File: src/scmc_cfg.svh
// register offsets, field positions and reset values of the serial mode control
`ifndef SCMC_CFG_SVH
`define SCMC_CFG_SVH

// ----------------------------------------------------------------------
// register byte offsets
// ----------------------------------------------------------------------
`define SCMC_OFF_MODE_A 8'h00
`define SCMC_OFF_MODE_B 8'h04
`define SCMC_OFF_INT_STAT 8'h08
`define SCMC_OFF_INT_MASK 8'h0c
`define SCMC_OFF_CTRL 8'h10
`define SCMC_OFF_STAT 8'h14

// ----------------------------------------------------------------------
// serial_mode_control_a fields
// ----------------------------------------------------------------------
`define SCMC_A_TX_NINTH 7
`define SCMC_A_HS_EN 6
`define SCMC_A_RX_EN 5
`define SCMC_A_WAKEUP 4
`define SCMC_A_MODE_HI 3
`define SCMC_A_MODE_LO 2
`define SCMC_A_CSRC_HI 1
`define SCMC_A_CSRC_LO 0

// ----------------------------------------------------------------------
// serial_mode_control_b fields
// ----------------------------------------------------------------------
`define SCMC_B_DPX_HI 6
`define SCMC_B_DPX_LO 5
`define SCMC_B_TX_EN 4
`define SCMC_B_GAP_HI 3
`define SCMC_B_GAP_LO 1

// ----------------------------------------------------------------------
// control, status and interrupt fields
// ----------------------------------------------------------------------
`define SCMC_C_CLK_DIR 0
`define SCMC_C_DBUF_EN 1
`define SCMC_C_FIFO_EN 2
`define SCMC_S_RX_BIT8 0
`define SCMC_S_GAP_BUSY 1
`define SCMC_I_RX 0
`define SCMC_I_TX 1

// ----------------------------------------------------------------------
// reset values and widths
// ----------------------------------------------------------------------
`define SCMC_MODE_RST 8'h00
`define SCMC_CTRL_RST 3'h0
`define SCMC_INT_RST 2'h0
`define SCMC_GAP_CNT_W 7

`endif

File: src/scmc_pkg.sv
// types shared by the serial mode control block
package scmc_pkg;

    // transfer mode, in field order 00..11
    typedef enum logic [1:0] {
        SCMC_IO,
        SCMC_UART7,
        SCMC_UART8,
        SCMC_UART9
    } scmc_mode_t;

    // asynchronous clock source, in field order 00..11
    typedef enum logic [1:0] {
        SCMC_CLK_TIMER,
        SCMC_CLK_BAUD,
        SCMC_CLK_SYS,
        SCMC_CLK_PIN
    } scmc_clk_src_t;

    // duplex field, in field order 00..11
    typedef enum logic [1:0] {
        SCMC_DPX_OFF,
        SCMC_DPX_RX,
        SCMC_DPX_TX,
        SCMC_DPX_FULL
    } scmc_duplex_t;

    // gap timer states
    typedef enum logic {
        SCMC_GAP_IDLE,
        SCMC_GAP_WAIT
    } scmc_gap_state_t;

endpackage

File: src/scmc_top.sv
// serial channel mode control: registers, mode decode, gating and irq
`timescale 1ns/1ps
`include "scmc_cfg.svh"

module scmc_top
    import scmc_pkg::*;
#(
    parameter int ADDR_W = 8 // apb address width
) (
    input wire logic clock_i, // system clock, 25 MHz
    input wire logic rst_i, // synchronous reset, active high
    input wire logic psel_i, // apb select
    input wire logic penable_i, // apb access phase
    input wire logic pwrite_i, // apb direction
    input wire logic [ADDR_W-1:0] paddr_i, // apb byte address
    input wire logic [31:0] pwdata_i, // apb write data
    output logic [31:0] prdata_o, // apb read data
    output logic pready_o, // apb ready
    output logic pslverr_o, // apb error, unmapped address
    input wire logic timer_output_i, // timer output pulse
    input wire logic baud_tick_i, // baud generator pulse
    input wire logic serial_clock_pin_i, // serial clock pin level
    output logic serial_clock_pin_o, // serial clock drive value
    output logic serial_clock_pin_oe_o, // serial clock drive enable
    input wire logic clear_to_send_pin_n_i, // clear to send, low active
    input wire logic rx_frame_done_i, // shifter received a frame
    input wire logic rx_ninth_i, // ninth bit of that frame
    input wire logic tx_frame_done_i, // shifter finished a frame
    output logic xfer_tick_o, // selected transfer clock pulse
    output logic [3:0] frame_bits_o, // data bits per frame
    output logic tx_ninth_bit_o, // ninth bit to transmit
    output logic tx_allow_o, // shifter may start sending
    output logic rx_enable_o, // shifter may receive
    output logic [1:0] fifo_cfg_o, // fifo direction setup
    output logic irq_o // interrupt, level high
);

    // ------------------------------------------------------------------
    // storage
    // ------------------------------------------------------------------
    logic [7:0] mode_a_r;
    logic [7:0] mode_b_r;
    logic [2:0] ctrl_r;
    logic [1:0] int_stat_r;
    logic [1:0] int_mask_r;
    logic rx_bit_eight_r;
    logic sclk_d_r;
    logic sclk_out_r;
    logic [31:0] prdata_r;
    logic pslverr_r;

    // ------------------------------------------------------------------
    // field decode
    // ------------------------------------------------------------------
    scmc_mode_t mode;
    scmc_clk_src_t clk_src;
    scmc_duplex_t duplex;
    logic is_async, clock_dir, tx_en, rx_en, gap_apply, gap_busy;
    logic sclk_rise, int_clk_rise, cts_ok, dpx_tx_ok, dpx_rx_ok;
    logic rx_evt, tx_evt, wr_en, setup;
    logic [1:0] w1c;

    assign mode = scmc_mode_t'(mode_a_r[`SCMC_A_MODE_HI:`SCMC_A_MODE_LO]);
    assign clk_src =
        scmc_clk_src_t'(mode_a_r[`SCMC_A_CSRC_HI:`SCMC_A_CSRC_LO]);
    assign duplex = scmc_duplex_t'(mode_b_r[`SCMC_B_DPX_HI:`SCMC_B_DPX_LO]);
    assign is_async = (mode != SCMC_IO);
    assign clock_dir = ctrl_r[`SCMC_C_CLK_DIR];
    assign tx_en = mode_b_r[`SCMC_B_TX_EN];
    assign rx_en = mode_a_r[`SCMC_A_RX_EN];

    // frame length per mode; io mode shifts plain bytes
    always_comb begin
        unique case (mode)
            SCMC_IO: frame_bits_o = 4'h8;
            SCMC_UART7: frame_bits_o = 4'h7;
            SCMC_UART8: frame_bits_o = 4'h8;
            SCMC_UART9: frame_bits_o = 4'h9;
        endcase
    end

    // ------------------------------------------------------------------
    // transfer clock selection
    // ------------------------------------------------------------------
    // pin is synchronous to clock_i, so one delay stage finds its edge;
    // no reset, so a pin idling high shows no false edge after reset
    always_ff @(posedge clock_i) begin
        sclk_d_r <= serial_clock_pin_i;
    end

    assign sclk_rise = serial_clock_pin_i && !sclk_d_r;

    // io clock output: half period per baud tick, parked low when idle
    always_ff @(posedge clock_i) begin
        if (rst_i || is_async || clock_dir || !(tx_en || rx_en)) begin
            sclk_out_r <= 1'b0;
        end else if (baud_tick_i) begin
            sclk_out_r <= !sclk_out_r;
        end
    end

    assign int_clk_rise = baud_tick_i && !sclk_out_r && !clock_dir;
    assign serial_clock_pin_o = sclk_out_r;
    assign serial_clock_pin_oe_o = !is_async && !clock_dir;

    always_comb begin
        if (is_async) begin
            unique case (clk_src)
                SCMC_CLK_TIMER: xfer_tick_o = timer_output_i;
                SCMC_CLK_BAUD: xfer_tick_o = baud_tick_i;
                SCMC_CLK_SYS: xfer_tick_o = 1'b1;
                SCMC_CLK_PIN: xfer_tick_o = sclk_rise;
            endcase
        end else if (clock_dir) begin
            xfer_tick_o = sclk_rise;
        end else begin
            xfer_tick_o = int_clk_rise && (tx_en || rx_en);
        end
    end

    // ------------------------------------------------------------------
    // direction, handshake and gap gating
    // ------------------------------------------------------------------
    assign dpx_tx_ok = is_async || duplex == SCMC_DPX_TX
        || duplex == SCMC_DPX_FULL;
    assign dpx_rx_ok = is_async || duplex == SCMC_DPX_RX
        || duplex == SCMC_DPX_FULL;
    assign cts_ok = !(is_async && mode_a_r[`SCMC_A_HS_EN])
        || !clear_to_send_pin_n_i;
    assign tx_allow_o = tx_en && cts_ok && dpx_tx_ok && !gap_busy;
    assign rx_enable_o = rx_en && dpx_rx_ok;
    assign fifo_cfg_o = ctrl_r[`SCMC_C_FIFO_EN]
        ? mode_b_r[`SCMC_B_DPX_HI:`SCMC_B_DPX_LO] : 2'h0;
    assign tx_ninth_bit_o = (mode == SCMC_UART9)
        && mode_a_r[`SCMC_A_TX_NINTH];

    // gap only counts when this block makes the clock and data is queued
    assign gap_apply = !is_async && !clock_dir
        && (ctrl_r[`SCMC_C_DBUF_EN] || ctrl_r[`SCMC_C_FIFO_EN]);

    scmc_gap_timer u_gap (
        .clock_i(clock_i),
        .rst_i(rst_i),
        .enable_i(gap_apply),
        .start_i(tx_frame_done_i),
        .tick_i(xfer_tick_o),
        .interval_i(mode_b_r[`SCMC_B_GAP_HI:`SCMC_B_GAP_LO]),
        .busy_o(gap_busy)
    );

    // ------------------------------------------------------------------
    // receive ninth bit capture
    // ------------------------------------------------------------------
    always_ff @(posedge clock_i) begin
        if (rst_i) begin
            rx_bit_eight_r <= 1'b0;
        end else if (rx_frame_done_i && mode == SCMC_UART9) begin
            rx_bit_eight_r <= rx_ninth_i;
        end
    end

    // ------------------------------------------------------------------
    // apb slave
    // ------------------------------------------------------------------
    assign setup = psel_i && !penable_i;
    assign wr_en = psel_i && penable_i && pwrite_i;
    assign pready_o = 1'b1;
    assign prdata_o = prdata_r;
    assign pslverr_o = pslverr_r && psel_i && penable_i;

    // read data is captured in the setup cycle so the access needs no wait
    always_ff @(posedge clock_i) begin
        if (rst_i) begin
            prdata_r <= 32'h0000_0000;
            pslverr_r <= 1'b0;
        end else if (setup) begin
            pslverr_r <= 1'b0;
            prdata_r <= 32'h0000_0000;
            unique case (paddr_i)
                `SCMC_OFF_MODE_A: prdata_r[7:0] <= mode_a_r;
                `SCMC_OFF_MODE_B: prdata_r[7:0] <= mode_b_r;
                `SCMC_OFF_INT_STAT: prdata_r[1:0] <= int_stat_r;
                `SCMC_OFF_INT_MASK: prdata_r[1:0] <= int_mask_r;
                `SCMC_OFF_CTRL: prdata_r[2:0] <= ctrl_r;
                `SCMC_OFF_STAT: prdata_r[3:0] <= {mode_a_r[3:2], gap_busy,
                    rx_bit_eight_r};
                default: pslverr_r <= 1'b1;
            endcase
        end
    end

    // mode, control and mask writes; upper bits are simply not stored
    always_ff @(posedge clock_i) begin
        if (rst_i) begin
            mode_a_r <= `SCMC_MODE_RST;
            mode_b_r <= `SCMC_MODE_RST;
            ctrl_r <= `SCMC_CTRL_RST;
            int_mask_r <= `SCMC_INT_RST;
        end else if (wr_en) begin
            if (paddr_i == `SCMC_OFF_MODE_A) mode_a_r <= pwdata_i[7:0];
            if (paddr_i == `SCMC_OFF_MODE_B) mode_b_r <= pwdata_i[7:0];
            if (paddr_i == `SCMC_OFF_CTRL) ctrl_r <= pwdata_i[2:0];
            if (paddr_i == `SCMC_OFF_INT_MASK) int_mask_r <= pwdata_i[1:0];
        end
    end

    // ------------------------------------------------------------------
    // interrupts
    // ------------------------------------------------------------------
    // wakeup filters out frames with ninth bit clear, only in 9-bit mode
    assign rx_evt = rx_frame_done_i && rx_en && !(mode == SCMC_UART9
        && mode_a_r[`SCMC_A_WAKEUP] && !rx_ninth_i);
    assign tx_evt = tx_frame_done_i;
    assign w1c = (wr_en && paddr_i == `SCMC_OFF_INT_STAT)
        ? pwdata_i[1:0] : 2'h0;

    // set wins over a same-cycle clear so no event is lost
    always_ff @(posedge clock_i) begin
        if (rst_i) begin
            int_stat_r <= `SCMC_INT_RST;
        end else begin
            int_stat_r <= (int_stat_r & ~w1c) | {tx_evt, rx_evt};
        end
    end

    assign irq_o = |(int_stat_r & int_mask_r);

    // ------------------------------------------------------------------
    // checks
    // ------------------------------------------------------------------
    a_mode_frame_len: assert property (
        @(posedge clock_i) disable iff (rst_i)
        mode_a_r[3:2] == 2'h1 |-> frame_bits_o == 4'h7
    ) else $error("7-bit mode frame length wrong");

    a_async_clk_src: assert property (
        @(posedge clock_i) disable iff (rst_i)
        mode_a_r[3:2] != 2'h0 && mode_a_r[1:0] == 2'h2 |-> xfer_tick_o
    ) else $error("system clock source not selected");

    a_io_clk_pin: assert property (
        @(posedge clock_i) disable iff (rst_i)
        mode_a_r[3:2] == 2'h0 && ctrl_r[0]
        |-> xfer_tick_o == (serial_clock_pin_i && !$past(serial_clock_pin_i))
    ) else $error("io mode with pin clock did not follow pin");

    a_tx_ninth_out: assert property (
        @(posedge clock_i) disable iff (rst_i)
        $rose(tx_ninth_bit_o) |-> mode_a_r[3:2] == 2'h3 && mode_a_r[7]
    ) else $error("ninth bit sent outside 9-bit mode");

    a_cts_blocks_tx: assert property (
        @(posedge clock_i) disable iff (rst_i)
        mode_a_r[3:2] != 2'h0 && mode_a_r[6] && clear_to_send_pin_n_i
        |-> !tx_allow_o
    ) else $error("transmit allowed without clear to send");

    a_wakeup_filter: assert property (
        @(posedge clock_i) disable iff (rst_i)
        !int_stat_r[0] && mode_a_r[3:2] == 2'h3 && mode_a_r[4]
        && rx_frame_done_i && !rx_ninth_i |=> !int_stat_r[0]
    ) else $error("wakeup let a ninth-bit-zero frame interrupt");

    a_duplex_off: assert property (
        @(posedge clock_i) disable iff (rst_i)
        mode_a_r[3:2] == 2'h0 && mode_b_r[6:5] == 2'h0
        |-> !tx_allow_o && !rx_enable_o
    ) else $error("transfer not prohibited with duplex off");

    a_fifo_setup: assert property (
        @(posedge clock_i) disable iff (rst_i)
        ctrl_r[2] |-> fifo_cfg_o == mode_b_r[6:5]
    ) else $error("fifo setup does not follow duplex field");

    a_txe_gates_tx: assert property (
        @(posedge clock_i) disable iff (rst_i)
        $rose(tx_allow_o) |-> mode_b_r[4]
    ) else $error("transmit allowed with transmit disabled");

    a_gap_ignored: assert property (
        @(posedge clock_i) disable iff (rst_i)
        !gap_apply |=> !gap_busy || $past(gap_apply) == 1'b0 && !gap_busy
    ) else $error("gap active outside buffered clock-out io mode");

    a_sclk_drive: assert property (
        @(posedge clock_i) disable iff (rst_i)
        serial_clock_pin_oe_o |-> mode_a_r[3:2] == 2'h0 && !ctrl_r[0]
    ) else $error("serial clock driven outside io clock-out mode");

    a_rx_bit_eight: assert property (
        @(posedge clock_i) disable iff (rst_i)
        rx_frame_done_i && mode_a_r[3:2] == 2'h3
        |=> rx_bit_eight_r == $past(rx_ninth_i)
    ) else $error("received ninth bit not captured");

    a_upper_zero: assert property (
        @(posedge clock_i) disable iff (rst_i)
        psel_i && penable_i && !pwrite_i
        && (paddr_i == `SCMC_OFF_MODE_A || paddr_i == `SCMC_OFF_MODE_B)
        |-> prdata_o[31:8] == 24'h00_0000
    ) else $error("mode register upper bits not zero");

    a_irq_level: assert property (
        @(posedge clock_i) disable iff (rst_i)
        irq_o |-> ##0 (int_stat_r & int_mask_r) != 2'h0
    ) else $error("interrupt high with no unmasked status");

endmodule

File: src/scmc_gap_timer.sv
// gap timer between back-to-back synchronous transmissions
`timescale 1ns/1ps
`include "scmc_cfg.svh"

module scmc_gap_timer
    import scmc_pkg::*;
(
    input wire logic clock_i, // system clock
    input wire logic rst_i, // synchronous reset, active high
    input wire logic enable_i, // gap applies in current mode
    input wire logic start_i, // a transmission just ended
    input wire logic tick_i, // one serial clock cycle
    input wire logic [2:0] interval_i, // gap code
    output logic busy_o // gap in progress
);

    // ------------------------------------------------------------------
    // gap length
    // ------------------------------------------------------------------
    function automatic logic [`SCMC_GAP_CNT_W-1:0] gap_len(
        input logic [2:0] code
    );
        gap_len = (`SCMC_GAP_CNT_W)'(1) << (code - 3'h1);
    endfunction

    scmc_gap_state_t state_r;
    logic [`SCMC_GAP_CNT_W-1:0] cnt_r;

    // ------------------------------------------------------------------
    // state and counter
    // ------------------------------------------------------------------
    // dropping enable aborts a gap so a mode change never leaves tx stuck
    always_ff @(posedge clock_i) begin
        if (rst_i || !enable_i) begin
            state_r <= SCMC_GAP_IDLE;
            cnt_r <= '0;
        end else begin
            unique case (state_r)
                SCMC_GAP_IDLE: begin
                    if (start_i && interval_i != 3'h0) begin
                        state_r <= SCMC_GAP_WAIT;
                        cnt_r <= gap_len(interval_i);
                    end
                end
                SCMC_GAP_WAIT: begin
                    if (tick_i) begin
                        cnt_r <= cnt_r - (`SCMC_GAP_CNT_W)'(1);
                        if (cnt_r == (`SCMC_GAP_CNT_W)'(1)) begin
                            state_r <= SCMC_GAP_IDLE;
                        end
                    end
                end
            endcase
        end
    end

    assign busy_o = (state_r == SCMC_GAP_WAIT);

    // ------------------------------------------------------------------
    // checks
    // ------------------------------------------------------------------
    a_gap_one_tick: assert property (
        @(posedge clock_i) disable iff (rst_i)
        (!busy_o && enable_i && start_i && interval_i == 3'h1)
        ##1 (enable_i && tick_i) |=> !busy_o
    ) else $error("one-cycle gap did not end after one tick");

    a_gap_len_seven: assert property (
        @(posedge clock_i) disable iff (rst_i)
        (!busy_o && enable_i && start_i && interval_i == 3'h7)
        |=> busy_o && cnt_r == 7'h40
    ) else $error("gap code 7 did not load 64 cycles");

endmodule

File: config.mk
export PLATFORM = sky130hd
export DESIGN_NAME = scmc_top
export DESIGN_NICKNAME = d
export VERILOG_FILES = /design/src/scmc_pkg.sv /design/src/scmc_top.sv /design/src/scmc_gap_timer.sv
export VERILOG_INCLUDE_DIRS = /design/src
export SDC_FILE = /design/constraint.sdc
export NUM_CORES = 1
export LEC_CHECK = 0
export BUFFER_PORTS_ARGS = -buffer_cell sky130_fd_sc_hd__buf_2
export CORE_MARGIN = 1
export CORE_UTILIZATION = 49
export DETAILED_ROUTE_END_ITERATION = 8
export PLACE_DENSITY_LB_ADDON = 0.2
export SLEW_MARGIN = 30
export SYNTH_ARGS = -nofsm -noshare
export SYNTH_HDL_FRONTEND = slang
export SYNTH_HIERARCHICAL = 1
export SYNTH_SLANG_ARGS = --single-unit
File: constraint.sdc
create_clock -name clock_i -period 2.15 [get_ports clock_i]
set_clock_uncertainty 0.05 [all_clocks]
set_input_delay 0.215 -clock clock_i [delete_from_list [all_inputs] [get_ports clock_i]]
set_output_delay 0.215 -clock clock_i [all_outputs]
set_load 0.005 [all_outputs]
==> run metrics, run 1 <==
Clk Latency, worst-skew pair=0.29 ns; worst-margin pin slew=0.534 ns; Synth top area share=33.9%; vias after detailed routing=2177; CP Class=input port to output port; Sink Count=43; Leak=1.19 nW; CTS H-tree lvls=2; Port Buffers=49; fmax=0.500 GHz; Post-Layout Cell Count=406; drt first pass iters=4; Starting Density=52.4%; most frequent cell after synthesis=dfxtp_1; post-synthesis xor/xnor area fraction=0.689%; Sw Ratio=23.7%; Synth async-reset ratio=0%; ant diodes=0; synth top area cells=dfxtp_1 34%, mux2i_1 12%, buf_4 7.7%; status=finished, final reports clean; pwr dens=520 nW/µm²; EDFF count, synth=0; total routed wirelength=5.71 mm; internal power=1.13 mW; DRC=0; slew margin rel.=64.4%; mux share of post-synthesis cell area=12.7%; Power, Total=1.49 mW; sequential power share=54.0%; Reg clk slew, reported paths=0.09 ns; Critical Path Max Stage Delay=0.52 ns; I/O pin cnt=99; # rows=25; initial DRC count=101; class of the worst hold path=input port to flip-flop; largest net degree at the start of global routing=27; initial antenna violation count=0; final setup vio count=0; Final Critical Period=2.00 ns; CP max FO=2; DP HPWL=4.11 mm; first-pass GRT wire length=9.05 mm; gp weighted congestion=0.869; Max Root-Sink Buffers=2; register bit count reported by yosys=43; remaining global-route overflow=0; Die Y=74.0 µm; Hold Fails Final Rpt=0; Ys Warns=6; worst-path cell chain=dlygate4sd3_1 > buf_2 > nor2b_1 > mux2i_1 > a21o_1 > mux2i_1 > buf_4 > buf_2; root buffer cell=clkbuf_8; cts bufs inserted=5; register area=861 µm²; Post-Syn Area=2540 µm²; Crit-path slowest cell=dlygate4sd3_1; layout cell share with drive strength beyond 1=22.7%; max-cap viol count=0; Top FF cell, synth=dfxtp_1; number of global-route vias before repair=1865; sequential area share after synthesis=33.9%; Arrival @ worst endpoint=1.74 ns; area of the multi-input gates=1440 µm²; endpoint class of the critical path=output port; post-route ant nets=0; Die Width=74.0 µm; routed vias/inst=5.36; Peak VDD IR=0.000421 V; post-synthesis simple-gate area fraction=23.3%; synth cell count leaders=43 x dfxtp_1, 35 x nor2_1, 31 x mux2i_1; Clock power frac=38.6%; Synth Area per Inst=8.67 µm²; average wire per standard cell=14.1 µm; largest family of logic cells by synthesized area=simple AND/OR/NAND/NOR gates; fraction of the mapped netlist area in adder cells=0.985%; Cells after Synth=293; CTS tree=done; Worst Setup Start Kind=input port; synth-to-layout area growth=12.4%; Comb pwr share=7.5%; Fillers=441; crit share post-route=93.0%; Switching Power=0.352 mW; Die ar.=5480 µm²; dominant cell type by area after synthesis=dfxtp_1; Netlist cell types=53; Synth Area in Compound Gates=15.3%; area of the core=4850 µm²; fin. max-slew vios=0; Critical Path RT=1.88 ns; WP buf/inv=4; Global Route Usage Sum=21.8%; DP Cell Count=397; final net count=392; Top delay family on crit path=buffers and inverters
state kept, by name (all words and copies together), names as in the netlist:
signal / count
ctrl_r: 3
prdata_o: 8
int_stat_r: 2
serial_clock_pin_o: 1
mode_a_r: 8
pslverr_r: 1
int_mask_r: 2
sclk_d_r: 1
u_gap/cnt_r: 7
rx_bit_eight_r: 1
u_gap/busy_o: 1
mode_b_r: 8
cell usage in the layout, fill, tap and decap left out, types with 2 or more instances in the layout:
master,Yosys,routed
buf_2,0,49
dfxtp_1,43,43
nor2_1,35,35
mux2i_1,31,31
conb_1,2,25
inv_1,11,11
a21oi_1,11,11
nand2_1,11,11
buf_4,26,9
o21ai_0,7,7
clkbuf_8,0,7
nand2b_1,6,6
nor3_1,6,6
nor2b_1,6,6
nor3b_1,5,5
a22oi_1,4,4
a211oi_1,4,4
and2_1,3,3
a22o_1,3,3
and3_1,3,3
o41ai_1,3,3
nor4_1,3,3
or2_2,3,3
nand3_1,3,3
o22ai_1,3,3
nand3b_1,3,3
a31oi_1,3,3
o221ai_1,3,3
o21a_1,2,2
nor4b_1,2,2
or4_4,2,2
nand4b_1,2,2
or3_1,2,2
nor4_4,2,2
nor4bb_1,2,2
a211o_1,2,2
ha_1,2,2
power groups by stage:
| stage | clock (mW) | combinational [mW] | sequential, mW |
|---|---|---|---|
| 4_1_cts | 0.592 | 0.110 | 0.801 |
| 3_3_place_gp | 0 | 0.107 | 0.820 |
| 6_report | 0.573 | 0.111 | 0.801 |
| 3_5_place_dp | 0 | 0.108 | 0.820 |
| 5_1_grt | 0.626 | 0.125 | 0.802 |
| 2_1_floorplan | 0 | 0.0989 | 0.820 |
final timing paths:
path	start	endpoint	slack, ns	cells after the start
hold / removal	pwdata_i[7]	mode_b_r[7]	0.12	3
setup / recovery	serial_clock_pin_i	xfer_tick_o	0.15	8
setup reg to reg	mode_a_r[5]	u_gap/cnt_r[4]	0.26	7
hold reg to reg	prdata_o[2]	prdata_o[2]	0.41	2
worst register-to-register path: cells and delay by family (launching register included):
kind | cells | cell delay [ns]
mux | 2 | 0.49
flops | 1 | 0.42
simple gates | 2 | 0.35
compound gates | 3 | 0.48
logic make-up after synthesis:
group,Yosys count
AND/OR/NAND/NOR,103
adder cells (fa/ha/maj),2
other,2
AO/OA/AOI/OAI,54
multiplexers,32
flip-flops,43
buffers and inverters,55
XOR/XNOR,2
stage by stage:
stage / cell area [µm²] / TNS, ns / setup WS, ns / utilization (%) / hold WS (ns)
6_report: 2860 / 0 / 0.150 / 58.9 / 0.117
5_1_grt: 2860 / -0.0137 / -0.0137 / 58.9 / 0.108
4_1_cts: 2850 / 0 / 0.123 / 58.8 / 0.110
3_5_place_dp: 2740 / 0 / 0.251 / 56.5 / 0.283
3_3_place_gp: 2740 / 0 / 0.254 / 56.5 / 0.279
2_1_floorplan: 2630 / 0 / 0.266 / - / 0.193
repair_timing:
item	CTS	global route
endpoints found under the hold margin	1	0
setup buffers	0	0
gates resized for setup	0	1
hold buffers	1	0
endpoints found under the setup margin	0	1
layer usage:
| metal | vias up | track usage [%] | wire length (µm) |
|---|---|---|---|
| met5 | - | 0 | 0 |
| met4 | 0 | 6.41 | 39 |
| met3 | 5 | 3.52 | 303 |
| met2 | 74 | 33.9 | 2570 |
| met1 | 1012 | 30.9 | 2800 |
| li1 | 1086 | - | - |
final cells by class:
| class | instances | area share [%] |
|---|---|---|
| Inverter | 11 | 1.45 |
| Timing Repair Buffer | 59 | 11.3 |
| Clock inverter | 1 | 0.263 |
| Tap cell | 67 | 2.93 |
| Multi-Input combinational cell | 218 | 50.5 |
| Clock buffer | 7 | 3.37 |
| Sequential cell | 43 | 30.1 |
Note: power is estimated with default switching activity, not from simulation.
==> run 2: changes to the inputs <==
- CORE_ASPECT_RATIO: not set -> 2
==> run metrics, run 2 (synthesized netlist as in run 1, its figures left out) <==
DP HPWL=4.59 mm (+12%); Peak VDD IR=0.000371 V (-12%); Die Y=104 µm (+40%); most common cell after layout, fill and taps aside=buf_2; fin. max-slew vios=0 (unchanged); DRC=0 (unchanged); Arrival @ worst endpoint=2.20 ns (+0.46 ns); Die ar.=5500 µm² (+0.31%); final setup vio count=0 (unchanged); Critical Path Max Stage Delay=0.53 ns (about the same); root buffer cell=clkbuf_8; I/O pin cnt=99 (unchanged); first-pass GRT wire length=9.72 mm (+7.4%); gp weighted congestion=0.802 (-7.8%); CTS H-tree lvls=2 (unchanged); ant diodes=0 (unchanged); remaining global-route overflow=0 (unchanged); fmax=0.488 GHz (-2.4%); crit share post-route=95.4% (+2.3 points); pwr dens=496 nW/µm² (-4.5%); CP max FO=6 (+4); Port Buffers=49 (unchanged); number of global-route vias before repair=2089 (+12%); slew margin rel.=61.0% (-3.4 points); area of the core=4910 µm² (+1.3%); vias after detailed routing=2191 (+0.64%); average wire per standard cell=15.1 µm (+7.5%); RSZ-0062 raised after global routing=no; class of the worst hold path=input port to flip-flop; Hold Fails Final Rpt=0 (unchanged); total routed wirelength=6.06 mm (+6.1%); setup TNS=0 ns (unchanged); hold depth=3 (unchanged); routed vias/inst=5.46 (+1.9%); Max Root-Sink Buffers=2 (unchanged); Comb pwr share=8.0% (+0.5 points); layout cell share with drive strength beyond 1=24.1% (+1.4 points); Reg2Reg Setup Slack=0.25 ns (about the same); Global Route Usage Sum=23.5% (+1.7 points); Switching Power=0.361 mW (+2.7%); Final Instance Area=2880 µm² (+0.88%); hold path start=pwdata_i[4]; Die Width=52.9 µm (-29%); Worst path depth=9 (+1); Clk Latency, worst-skew pair=0.30 ns (about the same); Leak=1.20 nW (+1.3%); internal power=1.07 mW (-5.7%); max-cap viol count=0 (unchanged); Starting Density=51.8% (-0.65 points); Critical Path RT=2.30 ns (+0.42 ns); Clock power frac=36.0% (-2.6 points); Reg clk slew, reported paths=0.08 ns (about the same); Crit-path slowest cell=dlygate4sd3_1; # rows=36 (+44%); worst-path cell chain=dlygate4sd3_1 > buf_2 > nor2b_2 > mux2i_1 > a21o_1 > mux2i_2 > mux2_4 > and2_4 > a2111oi_2; worst-margin pin slew=0.586 ns (+0.0514 ns); worst reg2reg startpoint=mode_b_r[4]; largest net degree at the start of global routing=22 (-19%); WP buf/inv=2 (-2); worst hold path endpoint=mode_a_r[4]; Worst Setup Start Kind=input port; Worst R2R Path Depth=7 (unchanged); endpoint class of the critical path=flip-flop; Sink Count=43 (unchanged); initial DRC count=54 (-47%); Top delay family on crit path=buffers and inverters; sequential power share=56.1% (+2.1 points); CP Class=input port to flip-flop; Util after Layout=58.7% (-0.23 points); most frequent cells in the layout=49 x buf_2, 43 x dfxtp_1, 35 x nor2_1, 30 x mux2i_1, 25 x conb_1; initial antenna violation count=0 (unchanged); CTS tree=done; final net count=397 (+1.3%); synth-to-layout area growth=13.4%; worst r2r dst=u_gap/cnt_r[4]; drt first pass iters=4 (unchanged); area of placed instances=2770 µm² (+1.1%); post-route ant nets=0 (unchanged); status=finished, final reports clean; Sw Ratio=25.3% (+1.6 points); Final Critical Period=2.05 ns (+0.0500 ns); cts bufs inserted=5 (unchanged)
run 2: tightest hold or removal path, cell delays in order:
cell and delay (ns):
buf_2 0.09, mux2i_1 0.06, nor2_1 0.07
run 2: worst max-delay path by stage:
stage,from,endpoint,slack [ns]
2_1_floorplan,paddr_i[0],mode_a_r[0],0.27
3_3_place_gp,mode_b_r[4],u_gap/cnt_r[4],0.22
3_5_place_dp,mode_b_r[4],u_gap/cnt_r[4],0.21
4_1_cts,serial_clock_pin_i,u_gap/cnt_r[4],0.03
5_1_grt,serial_clock_pin_i,u_gap/cnt_r[4],0.01
6_report,serial_clock_pin_i,u_gap/cnt_r[4],0.1
run 2: layout make-up:
| class | count | area (µm²) |
|---|---|---|
| Clock buffer | 6 | 72.6 |
| Clock inverter | 2 | 12.5 |
| Fill cell | 484 | 2030 |
| Inverter | 11 | 41.3 |
| Multi-Input combinational cell | 218 | 1450 |
| Sequential cell | 43 | 861 |
| Tap cell | 57 | 71.3 |
| Timing Repair Buffer | 64 | 373 |
run 2: repair_timing:
| item | in CTS | in global routing |
|---|---|---|
| setup buffers | 0 | 1 |
| gates resized for setup | 0 | 3 |
| endpoints found under the hold margin | 1 | 0 |
| endpoints found under the setup margin | 0 | 4 |
| hold buffers | 1 | 0 |
run 2: power by group through the flow:
stage,registers (mW),logic (mW),clock network [mW]
2_1_floorplan,0.820,0.0989,0
3_3_place_gp,0.820,0.108,0
3_5_place_dp,0.820,0.110,0
4_1_cts,0.801,0.111,0.524
5_1_grt,0.802,0.127,0.557
6_report,0.802,0.114,0.514
run 2: per-stage QoR:
stage               power (mW)  hold WS [ns]  cells  setup slack, ns
floorplan                0.918         0.193    316            0.266
global placement         0.928         0.278    391            0.218
detailed placement       0.930         0.286    391            0.208
CTS                       1.44         0.115    400           0.0337
global route              1.49         0.120    401           0.0119
finish                    1.43         0.113    401           0.0999
run 2: per-layer routing:
layer	GRT usage, %	share of wire (%)
met4	10.2	2.4
met5	0	0
met1	24.7	37
met3	3.52	3.6
met2	42.9	57
